$ cat config.mk
export PLATFORM = sky130hd
export DESIGN_NAME = sgp_ports
export DESIGN_NICKNAME = d
export VERILOG_FILES = /design/src/hdl/sgp_pkg.sv /design/src/hdl/sgp_ports.sv
export SDC_FILE = /design/constraint.sdc
export NUM_CORES = 1
export LEC_CHECK = 0
export BUFFER_PORTS_ARGS = -buffer_cell sky130_fd_sc_hd__buf_4
export CORE_ASPECT_RATIO = 0.75
export CORE_MARGIN = 5
export CORE_UTILIZATION = 23
export CTS_CLUSTER_DIAMETER = 100
export DETAILED_ROUTE_END_ITERATION = 8
export MAX_ROUTING_LAYER = met4
export PLACE_DENSITY = 0.53
export SLEW_MARGIN = 20
export SYNTH_ARGS = -nofsm -noshare
export SYNTH_HDL_FRONTEND = slang
export SYNTH_SLANG_ARGS = --single-unit
$ cat constraint.sdc
create_clock -name clk -period 2.55 [get_ports clk]
set_input_delay 0.51 -clock clk [delete_from_list [all_inputs] [get_ports clk]]
set_output_delay 0.51 -clock clk [all_outputs]
set_load 0.005 [all_outputs]
$ cat src/hdl/sgp_pkg.sv
/*
 holds the shared constants, register map and carrier structs of the three small ports:
 port 9 (three push-pull pins shared with one analog input and two converter outputs),
 port A (eight open-drain pins shared with LCD segments) and port B (eight open-drain pins
 shared with LCD bias inputs and common outputs).
 assumes a single 25 MHz clock, a synchronous active-high reset and an Avalon-MM master.
*/
// Behaviour
// - port 9 direction one drives the latch out
// - port 9 direction zero floats the pin
// - port 9 data write always updates the latch
// - enabled converter output overrides direction and data
// - reset clears every port 9 direction bit
// - reset leaves the port 9 latch unchanged
// - reset sets the analog input enables
// - standby float blocks port 9 input, floats pins
// - port A has eight open-drain pins, bit n
// - port A zero pulls low, one releases
// - bit set and clear read the latch
// - port A read returns pin levels unless segment
// - port A select zero segment, one general port
// - general output pin never carries segment output
// - standby float hits port A except segment pins
// - port B: 0-3 output-only bias, 4-7 common
// - port 9 read returns the pin levels (code: drive value on driven pins, 0 on analog-enabled ones)
// - port B select zero means LCD use
package sgp_pkg;
   localparam int unsigned SGP_ADDR_W = 8;
   // word index of each register; byte address is four times the index
   localparam logic [7:0] SGP_IDX_P9_DATA = 8'h29;
   localparam logic [7:0] SGP_IDX_P9_DIR = 8'h2a;
   localparam logic [7:0] SGP_IDX_AIN_EN = 8'h2d;
   localparam logic [7:0] SGP_IDX_PA_DATA = 8'h15;
   localparam logic [7:0] SGP_IDX_LCD_SEL_A = 8'h16;
   localparam logic [7:0] SGP_IDX_PB_DATA = 8'h17;
   localparam logic [7:0] SGP_IDX_LCD_SEL_B = 8'h18;
   localparam logic [7:0] SGP_IDX_STBY = 8'h40;
   localparam logic [7:0] SGP_IDX_DAC_EN = 8'h41;
   localparam logic [2:0] SGP_P9_DIR_RST = 3'h0;
   localparam logic [2:0] SGP_P9_LATCH_RST = 3'h0;
   localparam logic [2:0] SGP_AIN_EN_RST = 3'h7;
   localparam logic [7:0] SGP_PA_DATA_RST = 8'hff;
   localparam logic [7:0] SGP_PB_DATA_RST = 8'hff;
   localparam logic [7:0] SGP_LCD_SEL_RST = 8'h00;
   localparam logic [1:0] SGP_DAC_EN_RST = 2'h0;
   localparam logic [2:0] SGP_STBY_RST = 3'h0;
   // only pin 0 carries the analog input
   localparam logic [2:0] SGP_AIN_ROUTE_MASK = 3'h1;
   // standby register fields
   localparam int unsigned SGP_STBY_FLOAT_BIT = 0;
   localparam int unsigned SGP_STBY_STOP_BIT = 1;
   localparam int unsigned SGP_STBY_WATCH_BIT = 2;
   // port B split: low nibble output-only bias, high nibble two-way common
   localparam logic [7:0] SGP_PB_READ_MASK = 8'hf0;
   localparam logic [2:0] SGP_P9_FIX_LEVEL = 3'h0;
   localparam logic [7:0] SGP_PX_FIX_LEVEL = 8'h00;
   localparam logic [31:0] SGP_RD_ZERO = 32'h0000_0000;

   typedef struct packed {
      logic [2:0] p9_dir;
      logic [2:0] p9_latch;
      logic [2:0] ain_en;
      logic [1:0] dac_en;
      logic [7:0] pa_data;
      logic [7:0] lcd_sel_a;
      logic [7:0] pb_data;
      logic [7:0] lcd_sel_b;
      logic [2:0] stby;
   } sgp_regs_t;

   typedef struct packed {
      logic [2:0] p9_out;
      logic [2:0] p9_oe;
      logic [7:0] pa_out;
      logic [7:0] pa_oe;
      logic [7:0] pb_out;
      logic [7:0] pb_oe;
      logic [7:0] seg_oe;
      logic [3:0] com_oe;
      logic [2:0] ain_route;
   } sgp_pins_t;

   typedef struct packed {
      sgp_regs_t regs;
      sgp_pins_t pins;
      logic [31:0] rdata;
      logic rvalid_wait;
      logic [2:0] p9_in_held;
      logic [7:0] pa_in_held;
      logic [7:0] pb_in_held;
   } sgp_state_t;
endpackage

$ cat src/hdl/sgp_ports.sv
/*
 holds the port logic for port 9, port A and port B behind an Avalon-MM slave.
 assumes pins are resolved outside from the out and oe signals, pin inputs are synchronous,
 and the LCD and converter blocks present their own drive on the segment, common and dac inputs.
*/
// The Avalon-MM slave port was left to the implementer.
`timescale 1ns/1ps
module sgp_ports
   import sgp_pkg::*;
(
   input wire logic clk,
   input wire logic rst,
   input wire logic [SGP_ADDR_W+1:0] avs_address,
   input wire logic avs_read,
   input wire logic avs_write,
   input wire logic [31:0] avs_writedata,
   input wire logic [3:0] avs_byteenable,
   output logic [31:0] avs_readdata,
   output logic avs_waitrequest,
   input wire logic [2:0] p9_pin_in,
   output logic [2:0] p9_pin_out,
   output logic [2:0] p9_pin_oe,
   input wire logic [7:0] pa_pin_in,
   output logic [7:0] pa_pin_out,
   output logic [7:0] pa_pin_oe,
   input wire logic [7:0] pb_pin_in,
   output logic [7:0] pb_pin_out,
   output logic [7:0] pb_pin_oe,
   input wire logic [1:0] dac_output_pin,
   input wire logic [7:0] lcd_segment_output,
   input wire logic [3:0] lcd_common_output,
   output logic [7:0] lcd_segment_oe,
   output logic [3:0] lcd_common_oe,
   output logic [2:0] analog_channel_route,
   output logic [2:0] p9_digital_in,
   output logic [7:0] pa_digital_in,
   output logic [7:0] pb_digital_in
);

   sgp_state_t cur_ff;
   sgp_state_t nxt_cur;

   function automatic logic [7:0] sgp_byte(input logic [31:0] wd, input logic [3:0] be,
                                           input logic [7:0] old);
      sgp_byte = be[0] ? wd[7:0] : old;
   endfunction

   function automatic logic sgp_hit(input logic [SGP_ADDR_W+1:0] a, input logic [7:0] idx);
      sgp_hit = (a[SGP_ADDR_W+1:2] == idx) && (a[1:0] == 2'h0);
   endfunction

   logic standby_float;
   logic [2:0] p9_drive_oe;
   logic [2:0] p9_drive_val;
   logic [7:0] pa_in_now;
   logic [7:0] pb_in_now;
   logic [2:0] p9_in_now;
   logic [31:0] rd_val;

   always_comb begin
      standby_float = cur_ff.regs.stby[SGP_STBY_FLOAT_BIT] &&
                      (cur_ff.regs.stby[SGP_STBY_STOP_BIT] ||
                       cur_ff.regs.stby[SGP_STBY_WATCH_BIT]);
      // pin 0 has no converter; pins 1 and 2 follow the two converter enables
      p9_drive_oe = cur_ff.regs.p9_dir;
      p9_drive_val = cur_ff.regs.p9_latch;
      for (int i = 1; i < 3; i++) begin
         if (cur_ff.regs.dac_en[i-1]) begin
            p9_drive_oe[i] = 1'b1;
            p9_drive_val[i] = dac_output_pin[i-1];
         end
      end
      if (standby_float) begin
         p9_drive_oe = SGP_P9_FIX_LEVEL;
      end
      // inputs except port A segment pins are frozen in standby float so floating pins cause no toggling inside
      p9_in_now = standby_float ? cur_ff.p9_in_held : (p9_pin_in & ~cur_ff.regs.ain_en);
      pa_in_now = pa_pin_in;
      for (int i = 0; i < 8; i++) begin
         if (standby_float && cur_ff.regs.lcd_sel_a[i]) begin
            pa_in_now[i] = cur_ff.pa_in_held[i];
         end
      end
      pb_in_now = standby_float ? cur_ff.pb_in_held : (pb_pin_in & SGP_PB_READ_MASK);
      rd_val = SGP_RD_ZERO;
      if (sgp_hit(avs_address, SGP_IDX_P9_DATA)) begin
         rd_val[2:0] = p9_in_now;
         for (int i = 0; i < 3; i++) begin
            if (p9_drive_oe[i]) begin
               rd_val[i] = p9_drive_val[i];
            end
         end
      end else if (sgp_hit(avs_address, SGP_IDX_P9_DIR)) begin
         rd_val[2:0] = cur_ff.regs.p9_dir;
      end else if (sgp_hit(avs_address, SGP_IDX_AIN_EN)) begin
         rd_val[2:0] = cur_ff.regs.ain_en;
      end else if (sgp_hit(avs_address, SGP_IDX_DAC_EN)) begin
         rd_val[1:0] = cur_ff.regs.dac_en;
      end else if (sgp_hit(avs_address, SGP_IDX_PA_DATA)) begin
         // segment pins read their latch, so a read-modify-write leaves them untouched
         rd_val[7:0] = (pa_in_now & cur_ff.regs.lcd_sel_a) |
                       (cur_ff.regs.pa_data & ~cur_ff.regs.lcd_sel_a);
      end else if (sgp_hit(avs_address, SGP_IDX_LCD_SEL_A)) begin
         rd_val[7:0] = cur_ff.regs.lcd_sel_a;
      end else if (sgp_hit(avs_address, SGP_IDX_PB_DATA)) begin
         rd_val[7:0] = pb_in_now & cur_ff.regs.lcd_sel_b & SGP_PB_READ_MASK;
      end else if (sgp_hit(avs_address, SGP_IDX_LCD_SEL_B)) begin
         rd_val[7:0] = cur_ff.regs.lcd_sel_b;
      end else if (sgp_hit(avs_address, SGP_IDX_STBY)) begin
         rd_val[2:0] = cur_ff.regs.stby;
      end
   end

   always_comb begin
      nxt_cur = cur_ff;
      // two-phase handshake: accept in cycle 0, answer with waitrequest low in cycle 1
      nxt_cur.rvalid_wait = (avs_read || avs_write) && !cur_ff.rvalid_wait;
      if (avs_read && !cur_ff.rvalid_wait) begin
         nxt_cur.rdata = rd_val;
      end
      if (avs_write && !cur_ff.rvalid_wait && avs_byteenable[0]) begin
         if (sgp_hit(avs_address, SGP_IDX_P9_DATA)) begin
            nxt_cur.regs.p9_latch = avs_writedata[2:0];
         end
         if (sgp_hit(avs_address, SGP_IDX_P9_DIR)) begin
            nxt_cur.regs.p9_dir = avs_writedata[2:0];
         end
         if (sgp_hit(avs_address, SGP_IDX_AIN_EN)) begin
            nxt_cur.regs.ain_en = avs_writedata[2:0];
         end
         if (sgp_hit(avs_address, SGP_IDX_DAC_EN)) begin
            nxt_cur.regs.dac_en = avs_writedata[1:0];
         end
         if (sgp_hit(avs_address, SGP_IDX_PA_DATA)) begin
            nxt_cur.regs.pa_data = sgp_byte(avs_writedata, avs_byteenable,
                                            cur_ff.regs.pa_data);
         end
         if (sgp_hit(avs_address, SGP_IDX_LCD_SEL_A)) begin
            nxt_cur.regs.lcd_sel_a = avs_writedata[7:0];
         end
         if (sgp_hit(avs_address, SGP_IDX_PB_DATA)) begin
            nxt_cur.regs.pb_data = avs_writedata[7:0];
         end
         if (sgp_hit(avs_address, SGP_IDX_LCD_SEL_B)) begin
            nxt_cur.regs.lcd_sel_b = avs_writedata[7:0];
         end
         if (sgp_hit(avs_address, SGP_IDX_STBY)) begin
            nxt_cur.regs.stby = avs_writedata[2:0];
         end
      end
      nxt_cur.p9_in_held = p9_in_now;
      nxt_cur.pa_in_held = pa_in_now;
      nxt_cur.pb_in_held = pb_in_now;
      nxt_cur.pins.p9_out = p9_drive_val;
      nxt_cur.pins.p9_oe = p9_drive_oe;
      // analog path only reaches the converter with both direction and enable set
      nxt_cur.pins.ain_route = cur_ff.regs.p9_dir & cur_ff.regs.ain_en &
                               SGP_AIN_ROUTE_MASK;
      for (int i = 0; i < 8; i++) begin
         // open drain: only ever drives low
         nxt_cur.pins.pa_out[i] = 1'b0;
         nxt_cur.pins.pa_oe[i] = cur_ff.regs.lcd_sel_a[i] && !cur_ff.regs.pa_data[i] &&
                                 !standby_float;
         nxt_cur.pins.seg_oe[i] = !cur_ff.regs.lcd_sel_a[i];
         nxt_cur.pins.pb_out[i] = 1'b0;
         nxt_cur.pins.pb_oe[i] = cur_ff.regs.lcd_sel_b[i] && !cur_ff.regs.pb_data[i] &&
                                 !standby_float;
      end
      for (int i = 0; i < 4; i++) begin
         nxt_cur.pins.com_oe[i] = !cur_ff.regs.lcd_sel_b[i+4];
      end
      if (rst) begin
         nxt_cur.regs.p9_dir = SGP_P9_DIR_RST;
         nxt_cur.regs.ain_en = SGP_AIN_EN_RST;
         nxt_cur.regs.dac_en = SGP_DAC_EN_RST;
         nxt_cur.regs.pa_data = SGP_PA_DATA_RST;
         nxt_cur.regs.pb_data = SGP_PB_DATA_RST;
         nxt_cur.regs.lcd_sel_a = SGP_LCD_SEL_RST;
         nxt_cur.regs.lcd_sel_b = SGP_LCD_SEL_RST;
         nxt_cur.regs.stby = SGP_STBY_RST;
         // port 9 latch deliberately kept across reset
         nxt_cur.regs.p9_latch = cur_ff.regs.p9_latch;
         nxt_cur.rvalid_wait = 1'b0;
         nxt_cur.rdata = SGP_RD_ZERO;
         nxt_cur.pins.p9_oe = SGP_P9_DIR_RST;
         nxt_cur.pins.pa_oe = SGP_PX_FIX_LEVEL;
         nxt_cur.pins.pb_oe = SGP_PX_FIX_LEVEL;
         // lcd owns the shared pins from the first reset edge, not one cycle later
         nxt_cur.pins.seg_oe = ~SGP_LCD_SEL_RST;
         nxt_cur.pins.com_oe = ~SGP_LCD_SEL_RST[7:4];
      end
   end

   always_ff @(posedge clk) begin
      cur_ff <= nxt_cur;
   end

   assign avs_readdata = cur_ff.rdata;
   assign avs_waitrequest = !cur_ff.rvalid_wait;
   assign p9_pin_out = cur_ff.pins.p9_out;
   assign p9_pin_oe = cur_ff.pins.p9_oe;
   assign pa_pin_out = cur_ff.pins.pa_out;
   assign pa_pin_oe = cur_ff.pins.pa_oe;
   assign pb_pin_out = cur_ff.pins.pb_out;
   assign pb_pin_oe = cur_ff.pins.pb_oe;
   assign lcd_segment_oe = cur_ff.pins.seg_oe;
   assign lcd_common_oe = cur_ff.pins.com_oe;
   assign analog_channel_route = cur_ff.pins.ain_route;
   assign p9_digital_in = cur_ff.p9_in_held;
   assign pa_digital_in = cur_ff.pa_in_held;
   assign pb_digital_in = cur_ff.pb_in_held;
endmodule
==> impl_metrics.py, run 1 <==
metrics = {
    "yosys": {
        "ys_async_sr_fraction_pct": 0,
        "yosysTopAreaCell": "dfxtp_1",
        "ys.warnings.count": 0,
        "synth_area_leaders": "dfxtp_1 41%, buf_4 15%, nand2_1 5.0%, mux2i_1 4.1%, nor2_1 4.0%",
        "syn_avg_cell_area_um2": 8.97,
        "synth_cells": 574,
        "synth_seq_cells": 109,
        "netlist.area_leader.share_pct": 41.2,
        "ys_seq_area_share_pct": 43.0,
        "synth_edf_count": 3,
        "synthFlopType": "dfxtp_1",
        "yosysUniqueCellTypes": 48,
        "syn_area_um2": 5150,
    },
    "worst_setup_path": {
        "cp_data_required_time_ps": 2810,
        "worst_setup_path_start_kind": "flop",
        "cp-end-kind": "flop",
        "arrival_ps": 2400,
        "crit_fanout": 5,
        "critical_path_class": "reg -> reg",
    },
    "finish": {
        "antenna_cells": 0,
        "area_growth_pct": 17.3,
        "seq_area_um2": 2210,
        "final_cell_mix": "127 x buf_4, 106 x dfxtp_1, 69 x nand2_1, 55 x nor2_1, 42 x conb_1",
        "drive_above_1_share_pct": 26.4,
        "final_cell_area_um2": 6040,
        "nNetsFinal": 706,
        "multi_input_area_um2": 2180,
        "layout_commonest_cell": "buf_4",
        "fillerInstances": 2381,
    },
    "timing": {
        "relSlewSlack_pct": 46.5,
        "setup_slack_ps": 408,
        "max_freq_ghz": 0.467,
        "rsz0062_at_grt": "no",
        "fin_skew_ps": 6.43,
        "worstMarginPinSlew_ps": 798,
        "finalSetupViolations": 0,
        "tns_ps": 0,
        "hold_viol_final": 0,
        "period_share_pct": 84.0,
        "period_minus_slack_ps": 2140,
        "slew_violations": 0,
    },
    "floorplan": {
        "fp.dieW_um": 183,
        "initial_utilization_pct": 23.3,
        "placementRows": 47,
        "core_area_um2": 22100,
        "io_pins": 188,
        "dieArea_um2": 25500,
        "die_h_um": 140,
    },
    "clock_network": {
        "cts_setup_buffers": 0,
        "numCtsBuffers": 9,
        "path_clk_slew_ps": 70,
        "post_cts_resized": 0,
        "root_buffer": "clkbuf_16",
        "clock_latency_ps": 350,
        "clock_path_buffers": 2,
        "htree_levels": 3,
        "ctsHoldBuffers": 0,
        "cts_tree": "done",
        "cts_num_sinks": 109,
    },
    "run_status": {
        "outcome": "complete, no violations",
    },
    "placement": {
        "place_congestion": 0.825,
        "hpwlAfterDp_um": 10900,
        "dp_slack_ps": 352,
        "port-buffer-count": 102,
        "placed_cell_area_um2": 5740,
    },
    "detailed_routing": {
        "wire_per_inst_um": 15.4,
        "vias_per_cell": 4.12,
        "drt-initial-drc-count": 293,
        "first_pass_iters": 4,
        "vias": 3803,
        "route.antenna.remaining_nets": 0,
        "wl_um": 14200,
        "drc": 0,
    },
    "global_routing": {
        "grt_max_degree": 44,
        "grt_antenna_before_repair": 0,
        "grt_first_pass_wirelength_um": 21400,
        "grt_pass1_vias": 3677,
        "overflow": 0,
        "grt_usage_pct": 11.2,
    },
    "hold_path": {
        "hp-class": "reg -> reg",
    },
    "power_and_ir_drop": {
        "vdd_ir_drop_max_mv": 0.277,
        "leakagePower_nw": 2.56,
        "power_mw": 3.36,
        "cellPowerDensity_nw_per_um2": 557,
    },
    "run": {
        "max-cap-violations": 0,
    },
}
-- per-layer routing --
layer	track usage (%)	routed length, um	up-vias
met2	15.8	6200	120
met5	-	0	-
met3	3.29	1010	9
met4	2.96	166	0
met1	15.5	6840	1771
li1	-	-	1903
-- path summary, 6_finish.rpt --
check / start / endpoint / slack, ps / cells after the start
min reg2reg: cur_ff[145] / p9_pin_out[0] / 390 / 0
max: cur_ff[107] / avs_readdata[2] / 410 / 6
min: cur_ff[145] / p9_pin_out[0] / 390 / 0
max reg2reg: cur_ff[107] / avs_readdata[2] / 410 / 6
-- registers in the layout, summed over array words and instances (netlist names), 4 cells and up --
signal,cells
avs_readdata,8
cur_ff,47
lcd_common_oe,4
lcd_segment_oe,8
pa_digital_in,8
pa_pin_oe,8
pb_digital_in,8
pb_pin_oe,8
-- Yosys cell counts, types with 2 or more instances --
cell type / number
nor4b_2: 2
nand3b_1: 10
nand4_1: 3
nand3_2: 2
clkbuf_1: 21
nor2b_1: 13
nor2_1: 55
nor3b_1: 19
inv_1: 4
a311oi_1: 4
buf_4: 105
o21a_1: 2
o211ai_1: 2
a211o_1: 11
o221ai_1: 2
edfxtp_1: 3
nand2_1: 69
nor4b_4: 2
dfxtp_1: 106
and3_1: 4
buf_2: 3
nand3_1: 8
nand2b_1: 14
o22ai_1: 8
a31oi_1: 8
a21oi_1: 16
mux2_2: 13
mux2i_1: 21
o21ai_0: 12
nor3_1: 4
a41o_1: 3
o31ai_1: 4
and2_1: 6
-- final cells by class --
type	instances	share of cell area (%)
clock inverter	5	0.622
multi-input combinational	371	36.2
clock buffer	11	4.37
timing repair buffer	127	15.8
sequential	109	36.6
tap	294	6.09
inverter	5	0.311
-- critical path, stage by stage (launching register included) --
cell      delay [ps]
dfxtp_1          340
o21ai_1          650
buf_4            240
nand2_1           50
a31oi_1          310
o22ai_1          220
a311oi_1         240
-- logic make-up (layout without fill, tap and decap cells) --
logic type	count (synthesis)	after routing	synth area share, %
AOI/OAI and AO/OA	76	76	9.94
buffers and inverters	135	148	17.6
DFF	109	109	43.0
muxes	34	34	6.93
other	1	42	0.0729
and+or+nand+nor	219	219	22.5
-- stage by stage --
step                      instances  hold slack [ps]  utilization (%)
after global placement          906              383             26.0
after detailed placement        906              380             26.0
final                           922              393             27.4
after global routing            922              379             27.4
after CTS                       922              372             27.4
after floorplan                 615              348                -
-- where the power goes --
part | internal [mW] | switching, mW | leakage, nW
clock network | 0.755 | 0.645 | 0.144
registers | 1.72 | 0.0101 | 0.888
logic | 0.102 | 0.130 | 1.53
Power figures use the tool's default switching activity.
==> run 2, diff against run 1 <==
==> constraint.sdc (replaced) <==
create_clock -name clk -period 2.1 [get_ports clk]
set_input_delay 0.42 -clock clk [delete_from_list [all_inputs] [get_ports clk]]
set_output_delay 0.42 -clock clk [all_outputs]
set_load 0.005 [all_outputs]
==> run 2 against run 1 <==
  * Via count is 4.7% higher
  * Sequential share of layout area is 0.37 points lower
  * Power is 19% higher
  * Final area is 1.0% higher
  * Routed wire length is 2.0% higher
  * Cell count is 0.98% higher
  * Clock-buffer cell count is 1 lower
  * Critical path depth stayed put
  * Combinational power is 26% higher
  * Critical path type unchanged
  * Largest cell class unchanged
==> impl_metrics.py, run 2 (synthesized netlist as in run 1, its figures left out) <==
metrics = {
    "worst_setup_path": {
        "worst_setup_path_start_kind": "flop",
        "arrival_ps": 2180,
        "cp_data_required_time_ps": 2360,
        "critical_path_class": "reg -> reg",
        "cp-end-kind": "flop",
        "crit_fanout": 9,
    },
    "detailed_routing": {
        "route.antenna.remaining_nets": 0,
        "vias": 3980,
        "drc": 0,
        "wire_per_inst_um": 15.6,
        "wl_um": 14500,
        "first_pass_iters": 5,
        "drt-initial-drc-count": 272,
        "vias_per_cell": 4.27,
    },
    "timing": {
        "hold_viol_final": 0,
        "rsz0062_at_grt": "no",
        "max_freq_ghz": 0.521,
        "tns_ps": 0,
        "slew_violations": 0,
        "fin_skew_ps": 7.25,
        "period_minus_slack_ps": 1920,
        "finalSetupViolations": 0,
        "period_share_pct": 91.3,
    },
    "clock_network": {
        "post_cts_resized": 0,
        "clock_path_buffers": 2,
        "cts_num_sinks": 109,
        "root_buffer": "clkbuf_16",
        "numCtsBuffers": 9,
        "htree_levels": 3,
        "path_clk_slew_ps": 80,
        "clock_latency_ps": 350,
        "cts_tree": "done",
        "cts_setup_buffers": 0,
        "ctsHoldBuffers": 0,
    },
    "placement": {
        "dp_cells": 916,
        "hpwlAfterDp_um": 11100,
        "place_congestion": 0.823,
        "port-buffer-count": 102,
        "placed_cell_area_um2": 5820,
    },
    "global_routing": {
        "grt_max_degree": 30,
        "overflow": 0,
        "grt_first_pass_wirelength_um": 21800,
        "grt_pass1_vias": 3759,
        "grt_antenna_before_repair": 0,
        "grt_usage_pct": 11.3,
    },
    "power_and_ir_drop": {
        "cellPowerDensity_nw_per_um2": 658,
        "leakagePower_nw": 2.61,
        "vdd_ir_drop_max_mv": 0.325,
    },
    "finish": {
        "largest_reg_flops": 47,
        "antenna_cells": 0,
        "nNetsFinal": 716,
        "layout.cells.non_filler": 931,
        "drive_above_1_share_pct": 27.3,
        "layout_commonest_cell": "buf_4",
        "final_cell_mix": "136 x buf_4, 106 x dfxtp_1, 69 x nand2_1, 55 x nor2_1, 42 x conb_1",
        "area_growth_pct": 18.5,
        "final_cell_area_um2": 6100,
        "regMostFlops": "cur_ff",
    },
    "floorplan": {
        "io_pins": 188,
        "die_h_um": 140,
        "placementRows": 47,
        "initial_utilization_pct": 23.3,
        "dieArea_um2": 25500,
        "core_area_um2": 22100,
        "fp.dieW_um": 183,
    },
    "run": {
        "max-cap-violations": 0,
    },
    "hold_path": {
        "hp-class": "in -> reg",
    },
    "run_status": {
        "outcome": "complete, no violations",
    },
}
[run 2: report_power, final]
group	switching (mW)	leakage, nW	internal [mW]
registers	0.0127	0.888	2.09
clock network	0.800	0.135	0.816
logic	0.162	1.59	0.131
total	0.975	2.61	3.04
[run 2: layout make-up]
cell class	instances	area, um^2
well taps	294	368
clock inverters	5	46.3
repair buffers	137	1040
multi-input cells	371	2180
fillers	2376	16000
clock buffers	10	229
flip-flops and latches	109	2210
inverters	5	18.8
[run 2: final timing paths]
| path | start | to | slack [ps] | depth (start not counted) |
|---|---|---|---|---|
| setup reg to reg | cur_ff[105] | avs_readdata[2] | 180 | 6 |
| hold reg to reg | cur_ff[145] | p9_pin_out[0] | 390 | 0 |
| setup / recovery | cur_ff[105] | avs_readdata[2] | 180 | 6 |
| hold / removal | avs_writedata[3] | cur_ff[119] | 300 | 2 |
[run 2: layer usage]
metal	track usage [%]	routed length [um]	vias to the layer above
met5	-	0	-
met3	3.44	1200	18
met2	16.3	6370	154
met4	2.61	189	0
met1	15.7	6750	1896
li1	-	-	1912
[run 2: critical path, stage by stage, from the launching register on]
cell and delay (ps):
dfxtp_1 380, o21a_1 410, buf_4 240, nand2_1 60
a31oi_1 290, o22ai_1 200, a311oi_1 240
[run 2: per-stage QoR]
step                total power [mW]  hold WS (ps)  util (%)  setup slack, ps
detailed placement              2.44           376      26.4             88.9
finish                          4.01           297      27.7              182
CTS                             4.06           289      27.7              191
global placement                2.44           382      26.4             73.4
global route                    4.18           294      27.7            0.614
floorplan                       2.36           348         -              110
==> run 3, diff against run 2 <==
==> constraint.sdc (replaced) <==
create_clock -name clk -period 2.1 [get_ports clk]
set_input_delay 0.105 -clock clk [delete_from_list [all_inputs] [get_ports clk]]
set_output_delay 0.105 -clock clk [all_outputs]
set_load 0.005 [all_outputs]
==> run 3 against run 2 <==
  * Fmax grew 1.9%
  * Clock power grew 8%
  * Routed wire length shrank 1.6%
  * Global-route usage shrank 0.17 points
  * First-iteration DRC count grew 11%
  * Cell count grew 0.75%
  * Utilization grew 0.48 points
  * Register-to-register slack gained 40 ps
  * Power grew 3.6%
  * Via count shrank 1.9%
  * Critical path type unchanged
  * Largest power group unchanged
==> impl_metrics.py, run 3 (synthesized netlist as in run 1, its figures left out) <==
metrics = {
    "run_status": {
        "outcome": "complete, no violations",
    },
    "floorplan": {
        "io_pins": 188,
        "initial_utilization_pct": 23.3,
        "die_h_um": 140,
        "placementRows": 47,
        "fp.dieW_um": 183,
        "dieArea_um2": 25500,
        "core_area_um2": 22100,
    },
    "timing": {
        "rsz0062_at_grt": "no",
        "hold_viol_final": 0,
        "slew_violations": 0,
        "tns_ps": 0,
        "setup_slack_ps": 218,
        "worstMarginPinSlew_ps": 545,
        "finalSetupViolations": 0,
        "period_minus_slack_ps": 1880,
        "relSlewSlack_pct": 63.2,
        "fin_skew_ps": 7.47,
        "period_share_pct": 89.6,
        "max_freq_ghz": 0.531,
    },
    "finish": {
        "area_growth_pct": 20.6,
        "final_cell_mix": "127 x buf_4, 106 x dfxtp_1, 69 x nand2_1, 55 x nor2_1, 42 x conb_1",
        "largest_reg_flops": 47,
        "regMostFlops": "cur_ff",
        "drive_above_1_share_pct": 25.8,
        "antenna_cells": 0,
        "nNetsFinal": 722,
        "layout_commonest_cell": "buf_4",
        "fillerInstances": 2381,
    },
    "global_routing": {
        "grt_usage_pct": 11.2,
        "grt_max_degree": 46,
        "grt_first_pass_wirelength_um": 21300,
        "grt_antenna_before_repair": 0,
        "overflow": 0,
        "grt_pass1_vias": 3678,
    },
    "run": {
        "max-cap-violations": 0,
    },
    "worst_setup_path": {
        "worst_setup_path_start_kind": "flop",
        "arrival_ps": 2150,
        "cp-end-kind": "flop",
        "cp_data_required_time_ps": 2360,
        "critical_path_class": "reg -> reg",
        "crit_fanout": 13,
    },
    "placement": {
        "dp_slack_ps": 239,
        "hpwlAfterDp_um": 10800,
        "place_congestion": 0.852,
        "port-buffer-count": 102,
    },
    "clock_network": {
        "cts_tree": "done",
        "post_cts_resized": 0,
        "clock_path_buffers": 2,
        "ctsHoldBuffers": 16,
        "clock_latency_ps": 360,
        "root_buffer": "clkbuf_16",
        "cts_setup_buffers": 0,
        "numCtsBuffers": 9,
        "cts_num_sinks": 109,
        "htree_levels": 3,
        "path_clk_slew_ps": 80,
    },
    "detailed_routing": {
        "route.antenna.remaining_nets": 0,
        "drt-initial-drc-count": 301,
        "wire_per_inst_um": 15.2,
        "first_pass_iters": 5,
        "vias_per_cell": 4.16,
        "drc": 0,
        "wl_um": 14300,
        "vias": 3906,
    },
    "hold_path": {
        "hp-class": "in -> reg",
    },
    "power_and_ir_drop": {
        "leakagePower_nw": 2.64,
        "cellPowerDensity_nw_per_um2": 670,
        "vdd_ir_drop_max_mv": 0.320,
    },
}
[run 3: changes by cell type in the layout (fill, tap and decap cells not counted)]
cell and change:
inv_6 +3, dlygate4sd3_1 +16, clkinv_4 -4, buf_12 -1, clkinvlp_4 +1, clkbuf_8 +1, clkbuf_1 -1, buf_4 -9
clkbuf_16 +1
[run 3: worst max-delay path: stages, from the launching register on]
cell and delay [ps]:
dfxtp_1 380, o21a_1 340, buf_4 290, nand2_1 70, a31oi_1 280, o22ai_1 190, a311oi_1 230
[run 3: path summary, 6_finish.rpt]
| check | start | to | slack, ps | depth (start not counted) |
|---|---|---|---|---|
| worst max-delay path | cur_ff[107] | avs_readdata[2] | 220 | 6 |
| worst min-delay path | p9_pin_in[2] | p9_digital_in[2] | 20 | 3 |
| worst max register to register | cur_ff[107] | avs_readdata[2] | 220 | 6 |
| worst min register to register | cur_ff[145] | p9_pin_out[0] | 390 | 0 |
[run 3: report_power, final]
part / switching [mW] / total (mW) / leakage (nW) / internal, mW
sequential: 0.0124 / 2.10 / 0.888 / 2.09
combinational: 0.164 / 0.309 / 1.60 / 0.145
clock: 0.814 / 1.75 / 0.150 / 0.932
[run 3: metrics by stage]
step / hold WS [ps] / area [um^2] / util [%] / instances / total power [mW]
6_report: 23.2 / 6200 / 28.1 / 938 / 4.16
5_1_grt: 2.55 / 6200 / 28.1 / 938 / 4.35
4_1_cts: 1.66 / 6200 / 28.1 / 938 / 4.24
3_5_place_dp: 348 / 5740 / 26.0 / 906 / 2.44
3_3_place_gp: 347 / 5740 / 26.0 / 906 / 2.44
2_1_floorplan: 204 / 5300 / - / 615 / 2.36
[run 3: final cells by class]
cell class / instances / area [um^2] / share of cell area, %
flip-flops and latches: 109 / 2210 / 35.7
multi-input cells: 371 / 2180 / 35.2
repair buffers: 143 / 1110 / 17.9
well taps: 294 / 368 / 5.93
clock buffers: 11 / 264 / 4.25
clock inverters: 5 / 45.0 / 0.726
inverters: 5 / 18.8 / 0.302
[run 3: layer usage]
metal | vias to the layer above | GRT usage, % | wire (um)
met5 | - | - | 0
met4 | 0 | 2.84 | 132
met3 | 11 | 3.52 | 938
met2 | 125 | 16.3 | 6330
met1 | 1832 | 15.0 | 6870
li1 | 1938 | - | -
